`config.mk`:
```
export PLATFORM = sky130hd
export DESIGN_NAME = fmc_mark_ctrl
export DESIGN_NICKNAME = d
export VERILOG_FILES = /design/src/inc/fmc_pkg.sv /design/src/verilog/fmc_symbol_seq.sv /design/src/verilog/fmc_mark_ctrl.sv
export SDC_FILE = /design/constraint.sdc
export NUM_CORES = 1
export LEC_CHECK = 0
export BUFFER_PORTS_ARGS = -buffer_cell sky130_fd_sc_hd__buf_2
export CAP_MARGIN = 10
export CELL_PAD_IN_SITES_DETAIL_PLACEMENT = 0
export CELL_PAD_IN_SITES_GLOBAL_PLACEMENT = 1
export CORE_ASPECT_RATIO = 0.9
export CORE_UTILIZATION = 49
export DETAILED_ROUTE_END_ITERATION = 8
export PLACE_DENSITY_LB_ADDON = 0.1
export RECOVER_POWER = 25
export SLEW_MARGIN = 0
export SYNTH_ARGS = -nofsm -noshare
export SYNTH_HDL_FRONTEND = slang
export SYNTH_SLANG_ARGS = --single-unit
```
`constraint.sdc`:
```
create_clock -name clock -period 7.67 [get_ports clock]
set_clock_uncertainty 0.1 [all_clocks]
set_input_delay 1.534 -clock clock [delete_from_list [all_inputs] [get_ports clock]]
set_output_delay 1.534 -clock clock [all_outputs]
set_load 0.005 [all_outputs]
```
`src/inc/fmc_pkg.sv`:
```
// Summary of operation
// - Image and audio no-mark states are set independently from key message flags.
// - A commanded no-mark state holds for the whole composition it unlocks.
// - No-mark state carries over to the next composition unless new key message flags are written before it starts.
// - Image track records carry one image mark indicator, no audio indicator.
// - Audio track records carry one audio mark indicator, no image indicator.
// - Payload is at least 35 bits with time stamp and location fields.
// - Time stamp advances each quarter hour over a 366-day year, then wraps.
// - Time stamp field is 16 bits, covering all 35,136 values.
// - Location field is 19 bits, giving 524,288 identifiers.
// - The full 35-bit payload is embedded in every five-minute segment.
// - A 30-minute sample yields identification with two or three stamps.
// - Stamp and location are embedded in image and each of 16 channels.
// - Disabled audio marking passes samples bit-identical to the source.
// - Selective marking up to channel 6 leaves channels 7-16 bit-identical.
// - Unmarked audio is gap-free: no sample inserted, dropped or repeated.
// - Essence that was not encrypted is never marked.
// - Selective threshold N marks channels 1..N, leaves higher channels unmarked.
package fmc_pkg;

    // Clock and time base
    localparam longint unsigned CLK_HZ = 250_000_000;
    localparam longint unsigned QTR_HOUR_MIN = 15;
    localparam longint unsigned QTR_CYCLES = QTR_HOUR_MIN * 60 * CLK_HZ;
    localparam int QTR_W = 38;

    // Payload layout
    localparam int TS_W = 16;
    localparam int LOC_W = 19;
    localparam int PAY_W = TS_W + LOC_W;
    localparam int unsigned YEAR_DAYS = 366;
    localparam int unsigned TS_VALUES = YEAR_DAYS * 24 * 4;
    localparam logic [TS_W-1:0] TS_LAST = TS_W'(TS_VALUES - 1);
    localparam int BIT_W = 6;

    // Essence formats
    localparam int NCH = 16;
    localparam int CH_W = 4;
    localparam int SMP_W = 24;
    localparam int PIX_W = 12;
    localparam int NCOMP = 3;
    localparam logic [CH_W-1:0] CH_LAST = CH_W'(NCH - 1);

    // Segment pacing: whole payload inside one segment
    localparam int unsigned SEG_MIN = 5;
    localparam int unsigned FRAME_HZ = 24;
    localparam int unsigned SAMPLE_HZ = 48000;
    localparam int unsigned FRAMES_PER_BIT = SEG_MIN * 60 * FRAME_HZ / PAY_W;
    localparam int unsigned SAMPLES_PER_BIT = SEG_MIN * 60 * SAMPLE_HZ / PAY_W;
    localparam int UNIT_W = 20;

    // Register map
    localparam int ADDR_W = 8;
    localparam int DATA_W = 32;
    localparam logic [ADDR_W-1:0] REG_CTRL = 8'h00;
    localparam logic [ADDR_W-1:0] REG_STATE = 8'h04;
    localparam logic [ADDR_W-1:0] REG_TIME = 8'h08;
    localparam logic [ADDR_W-1:0] REG_LOC = 8'h0c;

    // Field positions
    localparam int CTRL_NM_IMG = 0;
    localparam int CTRL_NM_AUD = 1;
    localparam int CTRL_SEL = 2;
    localparam int CTRL_THR_LSB = 8;
    localparam int THR_W = 7;
    localparam int ST_IMG_ON = 0;
    localparam int ST_AUD_ON = 1;
    localparam int ST_IMG_BIT = 2;
    localparam int ST_AUD_BIT = 3;
    localparam int ST_THR_LSB = 8;

    // Reset values
    localparam logic [TS_W-1:0] TS_RST = 16'h0000;
    localparam logic [LOC_W-1:0] LOC_RST = 19'h00000;

    typedef struct packed {
        logic nm_img;
        logic nm_aud;
        logic sel;
        logic [THR_W-1:0] thr;
    } fmc_flags_t;

    localparam fmc_flags_t FLAGS_RST = '0;

    typedef struct packed {
        logic valid;
        logic encrypted;
        logic [CH_W-1:0] chan;
        logic [SMP_W-1:0] data;
    } fmc_aud_t;

    typedef struct packed {
        logic valid;
        logic sof;
        logic encrypted;
        logic [NCOMP*PIX_W-1:0] data;
    } fmc_pix_t;

    typedef struct packed {
        logic valid;
        logic is_image;
        logic img_present;
        logic img_mark;
        logic aud_present;
        logic aud_mark;
    } fmc_rec_t;

endpackage

```
`src/verilog/fmc_symbol_seq.sv`:
```
`timescale 1ns/1ns
// Steps through the payload one bit per UNITS events, MSB first
module fmc_symbol_seq #(
    parameter int unsigned UNITS = 1
) (
    input wire logic clock,
    input wire logic arst_n,
    input wire logic step,
    input wire logic [fmc_pkg::PAY_W-1:0] payload,
    output logic mark_bit
);
    import fmc_pkg::*;

    logic [UNIT_W-1:0] unit_cnt;
    logic [BIT_W-1:0] bit_idx;
    logic [PAY_W-1:0] snap;
    logic primed;

    wire unit_last = unit_cnt == UNIT_W'(UNITS - 1);
    wire bit_last = bit_idx == BIT_W'(PAY_W - 1);
    wire [BIT_W-1:0] sel_pos = BIT_W'(PAY_W - 1) - bit_idx;

    // Snapshot per pass so one segment never mixes two stamps
    always_ff @(posedge clock or negedge arst_n) begin
        if (!arst_n) begin
            unit_cnt <= '0;
            bit_idx <= '0;
            snap <= '0;
            primed <= 1'b0;
        end else begin
            if (!primed) begin
                snap <= payload;
                primed <= 1'b1;
            end
            if (step) begin
                unit_cnt <= unit_last ? '0 : unit_cnt + 1'b1;
                if (unit_last) begin
                    bit_idx <= bit_last ? '0 : bit_idx + 1'b1;
                end
                if (unit_last && bit_last) begin
                    snap <= payload;
                end
            end
        end
    end

    // Registered bit keeps the marking path short
    always_ff @(posedge clock or negedge arst_n) begin
        if (!arst_n) begin
            mark_bit <= 1'b0;
        end else begin
            mark_bit <= snap[sel_pos];
        end
    end
endmodule

```
`src/verilog/fmc_mark_ctrl.sv`:
```
`timescale 1ns/1ns
// Forensic mark control: enables, time stamp, payload, essence marking, log indicators
module fmc_mark_ctrl #(
    parameter longint unsigned QTR_CYCLES = fmc_pkg::QTR_CYCLES,
    parameter int unsigned SAMPLES_PER_BIT = fmc_pkg::SAMPLES_PER_BIT,
    parameter int unsigned FRAMES_PER_BIT = fmc_pkg::FRAMES_PER_BIT
) (
    input wire logic clock,
    input wire logic arst_n,
    input wire logic [fmc_pkg::ADDR_W-1:0] addr,
    input wire logic [fmc_pkg::DATA_W-1:0] wdata,
    input wire logic wr,
    input wire logic rd,
    output logic [fmc_pkg::DATA_W-1:0] rdata,
    input wire logic comp_start,
    input wire fmc_pkg::fmc_aud_t aud_in,
    output fmc_pkg::fmc_aud_t aud_out,
    input wire fmc_pkg::fmc_pix_t pix_in,
    output fmc_pkg::fmc_pix_t pix_out,
    input wire logic rec_req,
    input wire logic rec_image,
    input wire logic rec_encrypted,
    output fmc_pkg::fmc_rec_t rec_out
);
    import fmc_pkg::*;

    // Channel c (0-based) is marked when audio marking is on
    // and, under selective mode, c is below the threshold
    function automatic logic chan_marked(input fmc_flags_t f, input logic [CH_W-1:0] c);
        logic on;
        on = f.sel ? (f.thr != '0) : !f.nm_aud;
        chan_marked = on && (!f.sel || ({{(THR_W-CH_W){1'b0}}, c} < f.thr));
    endfunction

    // Staged flags from the key message, and the flags in force
    fmc_flags_t staged;
    fmc_flags_t active;
    fmc_flags_t next_active;

    logic [TS_W-1:0] stamp;
    logic [LOC_W-1:0] location;
    logic [QTR_W-1:0] qtr_cnt;

    // Register decode
    wire hit_ctrl = addr == REG_CTRL;
    wire hit_state = addr == REG_STATE;
    wire hit_time = addr == REG_TIME;
    wire hit_loc = addr == REG_LOC;
    wire wr_ctrl = wr && hit_ctrl;
    wire wr_time = wr && hit_time;
    wire wr_loc = wr && hit_loc;

    wire fmc_flags_t wflags = '{
        nm_img: wdata[CTRL_NM_IMG],
        nm_aud: wdata[CTRL_NM_AUD],
        sel: wdata[CTRL_SEL],
        thr: wdata[CTRL_THR_LSB +: THR_W]
    };

    // Key message flags are only staged; they never touch the running composition
    always_ff @(posedge clock or negedge arst_n) begin
        if (!arst_n) begin
            staged <= FLAGS_RST;
        end else if (wr_ctrl) begin
            staged <= wflags;
        end
    end

    // New composition takes the staged flags in the very cycle of the boundary,
    // so its first frame and sample already see them
    assign next_active = comp_start ? staged : active;

    // Latched flags hold until the next boundary; nothing else can change them
    always_ff @(posedge clock or negedge arst_n) begin
        if (!arst_n) begin
            active <= FLAGS_RST;
        end else begin
            active <= next_active;
        end
    end

    // Effective enables, selective mode overrides a no-mark flag
    wire img_on = !next_active.nm_img;
    wire aud_on = next_active.sel ? (next_active.thr != '0) : !next_active.nm_aud;

    // Quarter-hour divider; long count is a parameter so simulation can shrink it
    wire qtr_tick = qtr_cnt == QTR_W'(QTR_CYCLES - 1);

    always_ff @(posedge clock or negedge arst_n) begin
        if (!arst_n) begin
            qtr_cnt <= '0;
        end else if (wr_time || qtr_tick) begin
            qtr_cnt <= '0;
        end else begin
            qtr_cnt <= qtr_cnt + 1'b1;
        end
    end

    // Stamp counts quarter hours of a 366-day year and wraps yearly;
    // software sets it from the secure clock, a write beats a tick
    always_ff @(posedge clock or negedge arst_n) begin
        if (!arst_n) begin
            stamp <= TS_RST;
        end else if (wr_time) begin
            stamp <= (wdata[TS_W-1:0] > TS_LAST) ? TS_RST : wdata[TS_W-1:0];
        end else if (qtr_tick) begin
            stamp <= (stamp == TS_LAST) ? TS_RST : stamp + 1'b1;
        end
    end

    // Location identifier of this device
    always_ff @(posedge clock or negedge arst_n) begin
        if (!arst_n) begin
            location <= LOC_RST;
        end else if (wr_loc) begin
            location <= wdata[LOC_W-1:0];
        end
    end

    // Payload: stamp in the upper 16 bits, location in the lower 19
    wire [PAY_W-1:0] payload = {stamp, location};

    // Sequencers pace one payload pass per five-minute segment;
    // a new stamp every 15 min means a 30-min sample holds two or three
    wire img_step = pix_in.valid && pix_in.sof;
    wire aud_step = aud_in.valid && (aud_in.chan == CH_LAST);
    logic img_bit;
    logic aud_bit;

    fmc_symbol_seq #(
        .UNITS(FRAMES_PER_BIT)
    ) u_img_seq (
        .clock(clock),
        .arst_n(arst_n),
        .step(img_step),
        .payload(payload),
        .mark_bit(img_bit)
    );

    fmc_symbol_seq #(
        .UNITS(SAMPLES_PER_BIT)
    ) u_aud_seq (
        .clock(clock),
        .arst_n(arst_n),
        .step(aud_step),
        .payload(payload),
        .mark_bit(aud_bit)
    );

    // Audio marking decision per sample; plaintext is never touched
    wire aud_mark = aud_in.encrypted && chan_marked(next_active, aud_in.chan);
    wire [SMP_W-1:0] aud_mod = {aud_in.data[SMP_W-1:1], aud_in.data[0] ^ aud_bit};
    wire [SMP_W-1:0] aud_sel = aud_mark ? aud_mod : aud_in.data;

    // One sample in, one sample out, fixed one-cycle latency, no stall:
    // nothing can be inserted, dropped or repeated
    always_ff @(posedge clock or negedge arst_n) begin
        if (!arst_n) begin
            aud_out <= '0;
        end else begin
            aud_out.valid <= aud_in.valid;
            aud_out.encrypted <= aud_in.encrypted;
            aud_out.chan <= aud_in.chan;
            aud_out.data <= aud_sel;
        end
    end

    // Image marking on each colour component
    wire pix_mark = pix_in.encrypted && img_on;
    wire [NCOMP*PIX_W-1:0] pix_mod;

    // Same bit in every component keeps the mark through colour conversion
    for (genvar k = 0; k < NCOMP; k++) begin : g_comp
        assign pix_mod[k*PIX_W +: PIX_W] = {pix_in.data[k*PIX_W+1 +: PIX_W-1],
                                            pix_in.data[k*PIX_W] ^ img_bit};
    end

    wire [NCOMP*PIX_W-1:0] pix_sel = pix_mark ? pix_mod : pix_in.data;

    always_ff @(posedge clock or negedge arst_n) begin
        if (!arst_n) begin
            pix_out <= '0;
        end else begin
            pix_out.valid <= pix_in.valid;
            pix_out.sof <= pix_in.sof;
            pix_out.encrypted <= pix_in.encrypted;
            pix_out.data <= pix_sel;
        end
    end

    // Log indicators: plaintext tracks produce no record at all,
    // an image record holds only the image indicator and vice versa
    wire rec_fire = rec_req && rec_encrypted;

    wire fmc_rec_t next_rec = '{
        valid: rec_fire,
        is_image: rec_fire && rec_image,
        img_present: rec_fire && rec_image,
        img_mark: rec_fire && rec_image && img_on,
        aud_present: rec_fire && !rec_image,
        aud_mark: rec_fire && !rec_image && aud_on
    };

    always_ff @(posedge clock or negedge arst_n) begin
        if (!arst_n) begin
            rec_out <= '0;
        end else begin
            rec_out <= next_rec;
        end
    end

    // Read views
    wire [DATA_W-1:0] ctrl_view = (DATA_W'(staged.nm_img) << CTRL_NM_IMG)
                                | (DATA_W'(staged.nm_aud) << CTRL_NM_AUD)
                                | (DATA_W'(staged.sel) << CTRL_SEL)
                                | (DATA_W'(staged.thr) << CTRL_THR_LSB);

    wire act_img = !active.nm_img;
    wire act_aud = active.sel ? (active.thr != '0) : !active.nm_aud;

    wire [DATA_W-1:0] state_view = (DATA_W'(act_img) << ST_IMG_ON)
                                 | (DATA_W'(act_aud) << ST_AUD_ON)
                                 | (DATA_W'(img_bit) << ST_IMG_BIT)
                                 | (DATA_W'(aud_bit) << ST_AUD_BIT)
                                 | (DATA_W'(active.sel ? active.thr : '0) << ST_THR_LSB);

    // Unmapped addresses read as zero
    wire [DATA_W-1:0] rd_mux = hit_ctrl ? ctrl_view
                             : hit_state ? state_view
                             : hit_time ? DATA_W'(stamp)
                             : hit_loc ? DATA_W'(location)
                             : '0;

    // Read data stand only in the cycle after the strobe
    always_ff @(posedge clock or negedge arst_n) begin
        if (!arst_n) begin
            rdata <= '0;
        end else begin
            rdata <= rd ? rd_mux : '0;
        end
    end
endmodule

```
# Yosys cells after proc, flatten, opt, wreduce, memory -nomap -nowiden
# Cells that the tools add are included.
# Widths: inputs -> output; s select.
[totals]
reg_bits = 324
latch_bits = 0
ramBits = 0
mem_bits_ro = 0
out_inout_bits = 107
elab_cells = 126
n_memories = 0
[classes]
add_sub_neg = 8
n_mul = 0
div_mod_pow = 0
order_cmp = 4
n_eq_ne = 10
shift = 0
mux = 30
bitwise_logic = 11
n_reduce_logical = 29
[op_table]
columns = ["cell", "count"]
rows = [
  ["$mux 35", 6],
  ["$mux 32", 4],
  ["$mux 16", 4],
  ["$add 20x1->20 const B", 2],
  ["$mux 20", 2],
  ["$add 38x1->38 const B", 1],
  ["$eq 38x38->1 const B", 1],
  ["$mux 38", 1],
  ["$or 32x32->32", 1],
  ["$or 32x4->32", 1],
  ["$mux 25", 1],
  ["$eq 20x19->1 const B", 1],
  ["$eq 20x8->1 const B", 1],
  ["$mux 19", 1],
  ["$add 16x1->16 const B", 1],
  ["$eq 16x16->1 const B", 1],
  ["$eq 8x4->1 const B", 2],
  ["$gt 16x16->1 const B", 1],
  ["$logic_and 1x1->1", 15],
  ["$or 3x15->15", 1],
  ["$lt 6x7->1 const B", 2],
  ["$reduce_bool 7->1", 2],
  ["$add 6x1->6 const B", 2],
  ["$bmux 1 s6", 2],
  ["other kinds (17)", 36],
]

# Logic depth before layout (Yosys ltp)
# Gate-level depths: netlist (run 1).
[depth]
depth_word = 9
mapped_depth = 11
mapped_depth_nobuf = 8

# Cells and area by module
# A second synthesis (run 1) with hierarchy kept.
[unflattened]
cells_unflattened = 1168
area_unflattened_um2 = 14204.9
[by_module_without_submodules]
columns = ["mod", "instances", "cells_each", "area_each_um2"]
rows = [
  ["fmc_mark_ctrl", 1, 675, 7724.9],
  ["fmc_symbol_seq at u_img_seq", 1, 248, 3261.9],
  ["fmc_symbol_seq at u_aud_seq", 1, 245, 3218.1],
]

# Worst setup path after synthesis (run 1)
# No wires, ideal clock.
[synth_path]
kind = "input to register"
start = "input comp_start"
end = "register aud_out[0] in the netlist's numbering"
setup_ns = 0.132
t_arrival_ns = 3.347
path_slack_ns = 4.091
path_stages = 6
cell_sequence = "clkbuf_1 mux2_2 or4b_2 a211oi_1 nor3_1 xor2_1"
[synth_rtl]
columns = ["item", "line", "text"]
rows = [
  ["start, declared", "fmc_mark_ctrl.sv:15", "input wire logic comp_start,"],
  ["end, declared", "fmc_mark_ctrl.sv:17", "output fmc_pkg::fmc_aud_t aud_out,"],
]

==> results of run 1 <==
==> final cells by class <==
class | instances | area (sq um) | area share [%]
clock buffers | 56 | 1090 | 6.91
well taps | 354 | 443 | 2.81
inverters | 21 | 78.8 | 0.501
multi-input cells | 728 | 5300 | 33.7
repair buffers | 200 | 1000 | 6.38
flip-flops and latches | 311 | 7780 | 49.4
clock inverters | 3 | 40.0 | 0.254
==> cells by family after synthesis <==
logic type      after synthesis
fa+ha+maj                    12
buf+inv                      78
other cells                   2
simple gates                367
flops                       311
mux                         145
xor+xnor                     82
compound gates              108
==> power breakdown <==
part / total, mW / internal [mW] / switching, mW
combinational: 0.265 / 0.127 / 0.138
sequential: 1.85 / 1.75 / 0.0989
clock: 1.63 / 0.998 / 0.634
total: 3.74 / 2.87 / 0.871
==> flip-flops by register name, indices dropped and copies added (netlist names), 6 cells and up <==
signal and count:
active 10, aud_out 30, location 19, pix_out 39, qtr_cnt 38, rdata 19
staged 10, stamp 16, u_aud_seq.bit_idx 6, u_aud_seq.snap 35, u_aud_seq.unit_cnt 20, u_img_seq.bit_idx 6
u_img_seq.snap 35, u_img_seq.unit_cnt 20
==> cell usage in the layout, fill, tap and decap left out, types with 5 or more instances in the layout <==
cell type  Yosys  final
mux4_2        17     17
ha_1          12     12
nor4_1        14     14
dfrtp_1      311    311
or4_1          5      5
clkbuf_8       0      9
a22oi_1        8      8
nand4_1       27     27
nor3_1        10     10
o21ai_0       45     45
and3_1        22     22
clkbuf_16      0     37
inv_1         21     21
and2_1         8      6
buf_2         10    183
conb_1         2     14
xor2_1        46     46
nand3_1       41     41
a31oi_1        6      6
and4_1        12     12
xnor2_1       36     36
mux2i_1       19     19
nor2_1       101    101
a21oi_1       15     15
nand2_1       80     80
clkbuf_1      27     24
nor2b_1       14     14
mux2_2       109    106
or3_1          7      7
==> routing by layer <==
layer / part of all wire (%) / wire, um / track usage [%] / up-vias
met5: 0 / 0 / 0 / -
met4: 2.4 / 750 / 6.74 / 0
met3: 5.0 / 1560 / 3.75 / 53
met2: 47 / 14600 / 36.0 / 232
met1: 46 / 14300 / 34.4 / 4570
li1: - / - / - / 4260
==> path summary, 6_finish.rpt <==
path / start / endpoint / slack (ns) / cells past startpoint
worst max-delay path: arst_n / aud_out[27] / 2.43 / 2
worst min-delay path: u_aud_seq.unit_cnt[19] / u_aud_seq.unit_cnt[19] / 0.37 / 1
worst max register to register: qtr_cnt[0] / stamp[11] / 4.24 / 7
worst min register to register: u_aud_seq.unit_cnt[19] / u_aud_seq.unit_cnt[19] / 0.37 / 1
max in group clock: addr[2] / location[17] / 3.21 / 4
min in group asynchronous: arst_n / u_aud_seq.unit_cnt[9] / 2.35 / 1
==> results by group, run 1 <==
GRT
  – Tot GR Track Use: 23.4%
  – First-pass GRT wire length: 51400 um
  – Largest net degree at the start of global routing: 159
  – Antenna violations before repair: 0
  – Vias in the first global route: 9245
  – Grt ovf: 0

Timing
  – Worst Hold Slack: between 0.3 and 0.4 ns
  – RSZ-0062 raised after global routing: no
  – Max_slew headroom: -173%
  – Final max-slew violation count: 73
  – Tightest Pin Transition: 4.09 ns
  – Tmin final: approximately 5.2 ns
  – Max Clk Rate: 0.191 GHz
  – Final hold viol count: 0
  – Setup_tns: 0 ns
  – Setup ws final: approximately 2.4 ns
  – Final Setup Violations: 0
  – Final period utilization: 68.3%

Yosys
  – Simple-gate portion of the synthesized area: 14.0%
  – Post-Synth Adder-Cell Area: roughly 1.1%
  – Post-Syn Instances: 1105
  – Post-Syn Area: 0.0134 sq mm
  – Count leader, synth: dfrtp_1
  – EDFF count, synth: 0
  – Syn Area/Cell: 12.1 sq um
  – Post-synth cell types: 64
  – YS warnings: 0
  – Number of synthesized register bits: 311
  – Synth Area in Compound Gates: 5.12%
  – Share of the synthesized area in the top cell type: 58.0%
  – Fraction of synthesized cell area in xor and xnor cells: around 5.4%
  – Seq/Total Area, Yosys: 58.0%
  – Most frequent cells after synthesis: 311 x dfrtp_1, 109 x mux2_2, 101 x nor2_1
  – Area contributors post-synth: dfrtp_1 58%, mux2_2 9.2%, xor2_1 3.0%, mux4_2 2.9%, nor2_1 2.8%
  – Main combinational cell family by area after synthesis: simple AND/OR/NAND/NOR gates
  – Cell taking the most area after synthesis: dfrtp_1
  – Primary FF master, synth: dfrtp_1
  – Post-synthesis mux area share: 13.4%
  – Async SR Flop Fraction: 100%

Place
  – DP Wirelength: 21600 um
  – Setup WS pre-CTS: 2.71 ns
  – Placed cells: 1614
  – Final GP Congestion: around 0.77
  – Placed cell area: 0.0146 sq mm
  – I/O Buffers: between 150 and 200

Die
  – IO Count: between 200 and 250
  – Die ar.: 0.0280 sq mm
  – Row Count: 57
  – Die Width: ~180 um
  – Die Height: 159 um
  – Initial Util: 49.7%
  – Core box area: 0.0270 sq mm

Critical path
  – CP max stage delay: 2.81 ns
  – Crit path buf inv count: 2
  – Family with the most delay on the worst path: buffers and inverters
  – CP Cell Sequence: clkbuf_1 > buf_4
  – CP arrival: 5.62 ns
  – Slowest cell on the critical path: clkbuf_1
  – Critical Path Fanout Max: 82
  – Required @ worst endpoint: ~8.1 ns
  – Setup crit end kind: asynchronous set/reset pin
  – CP startpoint kind: input port
  – Critical path class: input port to asynchronous set/reset pin

Min path
  – Min-delay worst type: flip-flop to flip-flop

Clock network
  – CTS clk-pin slew, worst paths: 0.06 ns
  – CTS max path bufs: 3
  – Sink Count: just over 300
  – TritonCTS clock tree: done
  – CTS buffer count: 34
  – Hold-fix buffers, CTS: 0
  – Worst skew pair latency: 0.51 ns
  – Postcts setup bufs: 0
  – Root buf cell: clkbuf_16
  – Htree depth: 2
  – Post-CTS Resized: 0

Route
  – DR iter-0 viols: about 530
  – Total number of vias: 9115
  – DRC viols: 0
  – Via density: 5.45
  – Total Routed Length: 31200 um
  – Avg WL per Cell: 18.7 um
  – DR pass1 iterations: 5
  – Antenna Nets Post-Route: 0

Cells and area
  – Utilization after layout: between 50% and 60%
  – Fillers: roughly 2.2k
  – Diodes inserted: 0
  – Fin cells: around 1.7k
  – Area grow syn2layout: 17.4%
  – Design area: 0.0157 sq mm
  – Total Nets Final: 1425
  – Share of cells above drive strength 1: between 20% and 30%

Power
  – Pwr Total: 3.74 mW
  – Peak VDD IR: 0.191 mV
  – Power Dens Cells: 238 mW/mm^2
  – Static leakage power: 7.58 nW

Run
  – Max-Cap Viols: 1

Status
  – Failing checks: capacitance limit, slew limit
  – Outcome: complete, but fails checks
Note: power is estimated with default switching activity, not from simulation.
==> run 2, diff against run 1 <==
--- a/config.mk
+++ b/config.mk
@@ -10,7 +10,7 @@
 export CELL_PAD_IN_SITES_DETAIL_PLACEMENT = 0
 export CELL_PAD_IN_SITES_GLOBAL_PLACEMENT = 1
 export CORE_ASPECT_RATIO = 0.9
-export CORE_UTILIZATION = 49
+export CORE_UTILIZATION = 45
 export DETAILED_ROUTE_END_ITERATION = 8
 export PLACE_DENSITY_LB_ADDON = 0.1
 export RECOVER_POWER = 25
==> constraint.sdc (replaced) <==
create_clock -name clock -period 5.4 [get_ports clock]
set_clock_uncertainty 0.1 [all_clocks]
set_input_delay 1.08 -clock clock [delete_from_list [all_inputs] [get_ports clock]]
set_output_delay 1.08 -clock clock [all_outputs]
set_load 0.005 [all_outputs]
==> run 2 against run 1 <==
  * The flow still finishes with violations (capacitance limit, slew limit)
  * First-iteration DRC count shrank 9.5%
  * Via count shrank 0.32%
  * Die area grew 8.8%
  * Global-route usage shrank 1.4 points
  * Largest cell class unchanged
==> results by group, run 2 (synthesis results as in run 1) <==
Status
  – Outcome: complete, but fails checks
  – Failing checks: capacitance limit, slew limit

Route
  – Via density: 5.28 (-3.2%)
  – Avg WL per Cell: 18.8 um (+0.70%)
  – DRC viols: 0 (unchanged)
  – Antenna Nets Post-Route: 0 (unchanged)
  – Total Routed Length: 32300 um (+3.6%)
  – DR iter-0 viols: 478 (-9.5%)
  – Total number of vias: 9086 (-0.32%)
  – DR pass1 iterations: 5 (unchanged)

Clock network
  – CTS max path bufs: 3 (unchanged)
  – Root buf cell: clkbuf_16
  – CTS clk-pin slew, worst paths: 0.06 ns (about the same)
  – Worst skew pair latency: 0.53 ns (+0.02 ns)
  – Postcts setup bufs: 0 (unchanged)
  – TritonCTS clock tree: done
  – Hold-fix buffers, CTS: 0 (unchanged)
  – CTS buffer count: 36 (+5.9%)
  – Sink Count: 311 (unchanged)
  – Htree depth: 2 (unchanged)
  – Post-CTS Resized: 0 (unchanged)

Die
  – Core box area: 0.0291 sq mm (+7.9%)
  – Die Width: 184 um (+4.3%)
  – Initial Util: 46.1% (-3.6 points)
  – Die Height: 166 um (+4.3%)
  – Row Count: 59 (+3.5%)
  – IO Count: 224 (unchanged)
  – Die ar.: 0.0305 sq mm (+8.8%)

Cells and area
  – Reg with most FFs: pix_out
  – Total Nets Final: 1431 (+0.42%)
  – Fin cells: 1722 (+2.9%)
  – Fillers: 2605 (+16%)
  – Share of cells above drive strength 1: 28.5% (+0.40 points)
  – Area grow syn2layout: 17.9%
  – Leading cell type in the layout, fill and taps excluded: dfrtp_1
  – Most frequent cells in the layout: 311 x dfrtp_1, 181 x buf_2, 106 x mux2_2
  – Max reg flops: 39 (unchanged)
  – Largest registers: pix_out: 39 flops, qtr_cnt: 38 flops

Power
  – Comb power frac: 7.2% (about the same)
  – Static leakage power: 7.60 nW (+0.26%)
  – Power Dens Cells: 335 mW/mm^2 (+41%)
  – Pwr Total: 5.30 mW (+42%)
  – Net switching power: 1.27 mW (+46%)
  – Flop pwr share: 49.5% (+0.2 points)
  – Switching Share: 23.9% (+0.68 points)
  – Peak VDD IR: 0.258 mV (+35%)
  – Int Pwr: 4.03 mW (+40%)
  – Clock network power share: 43.4% (-0.2 points)

Timing
  – Setup_tns: 0 ns (unchanged)
  – Tightest Pin Transition: 2.56 ns (-1.53 ns)
  – Final max-slew violation count: 103 (+41%)
  – Final period utilization: 63.2%
  – Max_slew headroom: -70.9% (+100 points)
  – Final hold viol count: 0 (unchanged)
  – Max Clk Rate: 0.293 GHz
  – Worst Hold Slack: 0.372 ns (+0.000559 ns)
  – Tmin final: between 3 and 4 ns
  – Final Setup Violations: 0 (unchanged)
  – RSZ-0062 raised after global routing: no

Place
  – I/O Buffers: 197 (unchanged)
  – DP Wirelength: 22700 um (+5.4%)
  – Placed cells: 1660 (+2.9%)
  – Final GP Congestion: 0.770 (+0.40%)

GRT
  – Grt met1 use: 31.0% (-3.3 points)
  – Most Crowded Layer GR: met2
  – Grt ovf: 0 (unchanged)
  – Met2 usage: 34.6% (-1.4 points)
  – Largest net degree at the start of global routing: 114 (-28%)
  – Antenna violations before repair: 3 (+3)
  – Vias in the first global route: 8914 (-3.6%)
  – First-pass GRT wire length: 51700 um (+0.58%)
  – Tot GR Track Use: 21.9% (-1.4 points)
  – GR Util met3: 3.93% (+0.18 points)

Run
  – Max-Cap Viols: 1 (unchanged)

Critical path
  – Reg2Reg Setup Slack: 2.17 ns (-2.07 ns)
  – Slowest cell on the critical path: nor4_1
  – CP max stage delay: 0.65 ns (-2.16 ns)
  – CP startpoint kind: input port
  – CP arrival: 3.71 ns (-1.91 ns)
  – Critical Path Fanout Max: 12 (-85%)
  – Setup crit end kind: flip-flop
  – Crit path buf inv count: 2 (unchanged)
  – Family with the most delay on the worst path: simple AND/OR/NAND/NOR gates
  – CP Cell Sequence: buf_2 > nor4_1 > and2_1 > or3b_2 > inv_1 > nand2_1 > mux2_2
  – Critical path class: input port to flip-flop
  – Required @ worst endpoint: 5.70 ns (-2.35 ns)

Min path
  – Min-delay worst type: flip-flop to flip-flop
[run 2: layout make-up]
type	instances	area (sq um)	share of cell area (%)
Sequential cell	311	7780	49.2
Multi-Input combinational cell	728	5300	33.5
Clock buffer	53	1070	6.74
Timing Repair Buffer	204	1030	6.53
Tap cell	396	495	3.13
Inverter	21	78.8	0.498
Clock inverter	8	51.3	0.324
Antenna cell	1	2.50	0.0158
[run 2: worst paths after layout]
| check | start | end | cells past startpoint |
|---|---|---|---|
| worst max-delay path | addr[5] | staged[3] | 7 |
| worst min-delay path | u_img_seq.unit_cnt[19] | u_img_seq.unit_cnt[19] | 1 |
| worst max register to register | u_aud_seq.bit_idx[0] | u_aud_seq.mark_bit | 8 |
| worst min register to register | u_img_seq.unit_cnt[19] | u_img_seq.unit_cnt[19] | 1 |
| max in group asynchronous | arst_n | active[3] | 2 |
| min in group asynchronous | arst_n | u_aud_seq.unit_cnt[6] | 1 |
[run 2: per-stage QoR]
step / area (sq um) / worst slack (ns) / util (%)
detailed placement: 14700 / 1.54 / 50.6
global placement: 14700 / 1.55 / 50.6
finish: 15800 / 1.98 / 54.4
global route: 15800 / 1.52 / 54.4
CTS: 15800 / 2.04 / 54.5
floorplan: 13500 / 2.28 / -
[run 2: power by group through the flow]
stage	logic (mW)	registers (mW)	clock network (mW)
6_report	0.380	2.62	2.30
5_1_grt	0.432	2.64	2.47
4_1_cts	0.391	2.62	2.37
3_5_place_dp	0.387	2.66	0
3_3_place_gp	0.381	2.66	0
2_1_floorplan	0.222	2.62	0
[run 2: routing by layer]
metal / wire [um] / share of wire (%)
met1: 14800 / 46
met2: 15500 / 48
met3: 1270 / 3.9
met4: 713 / 2.2
met5: 36 / 0.11
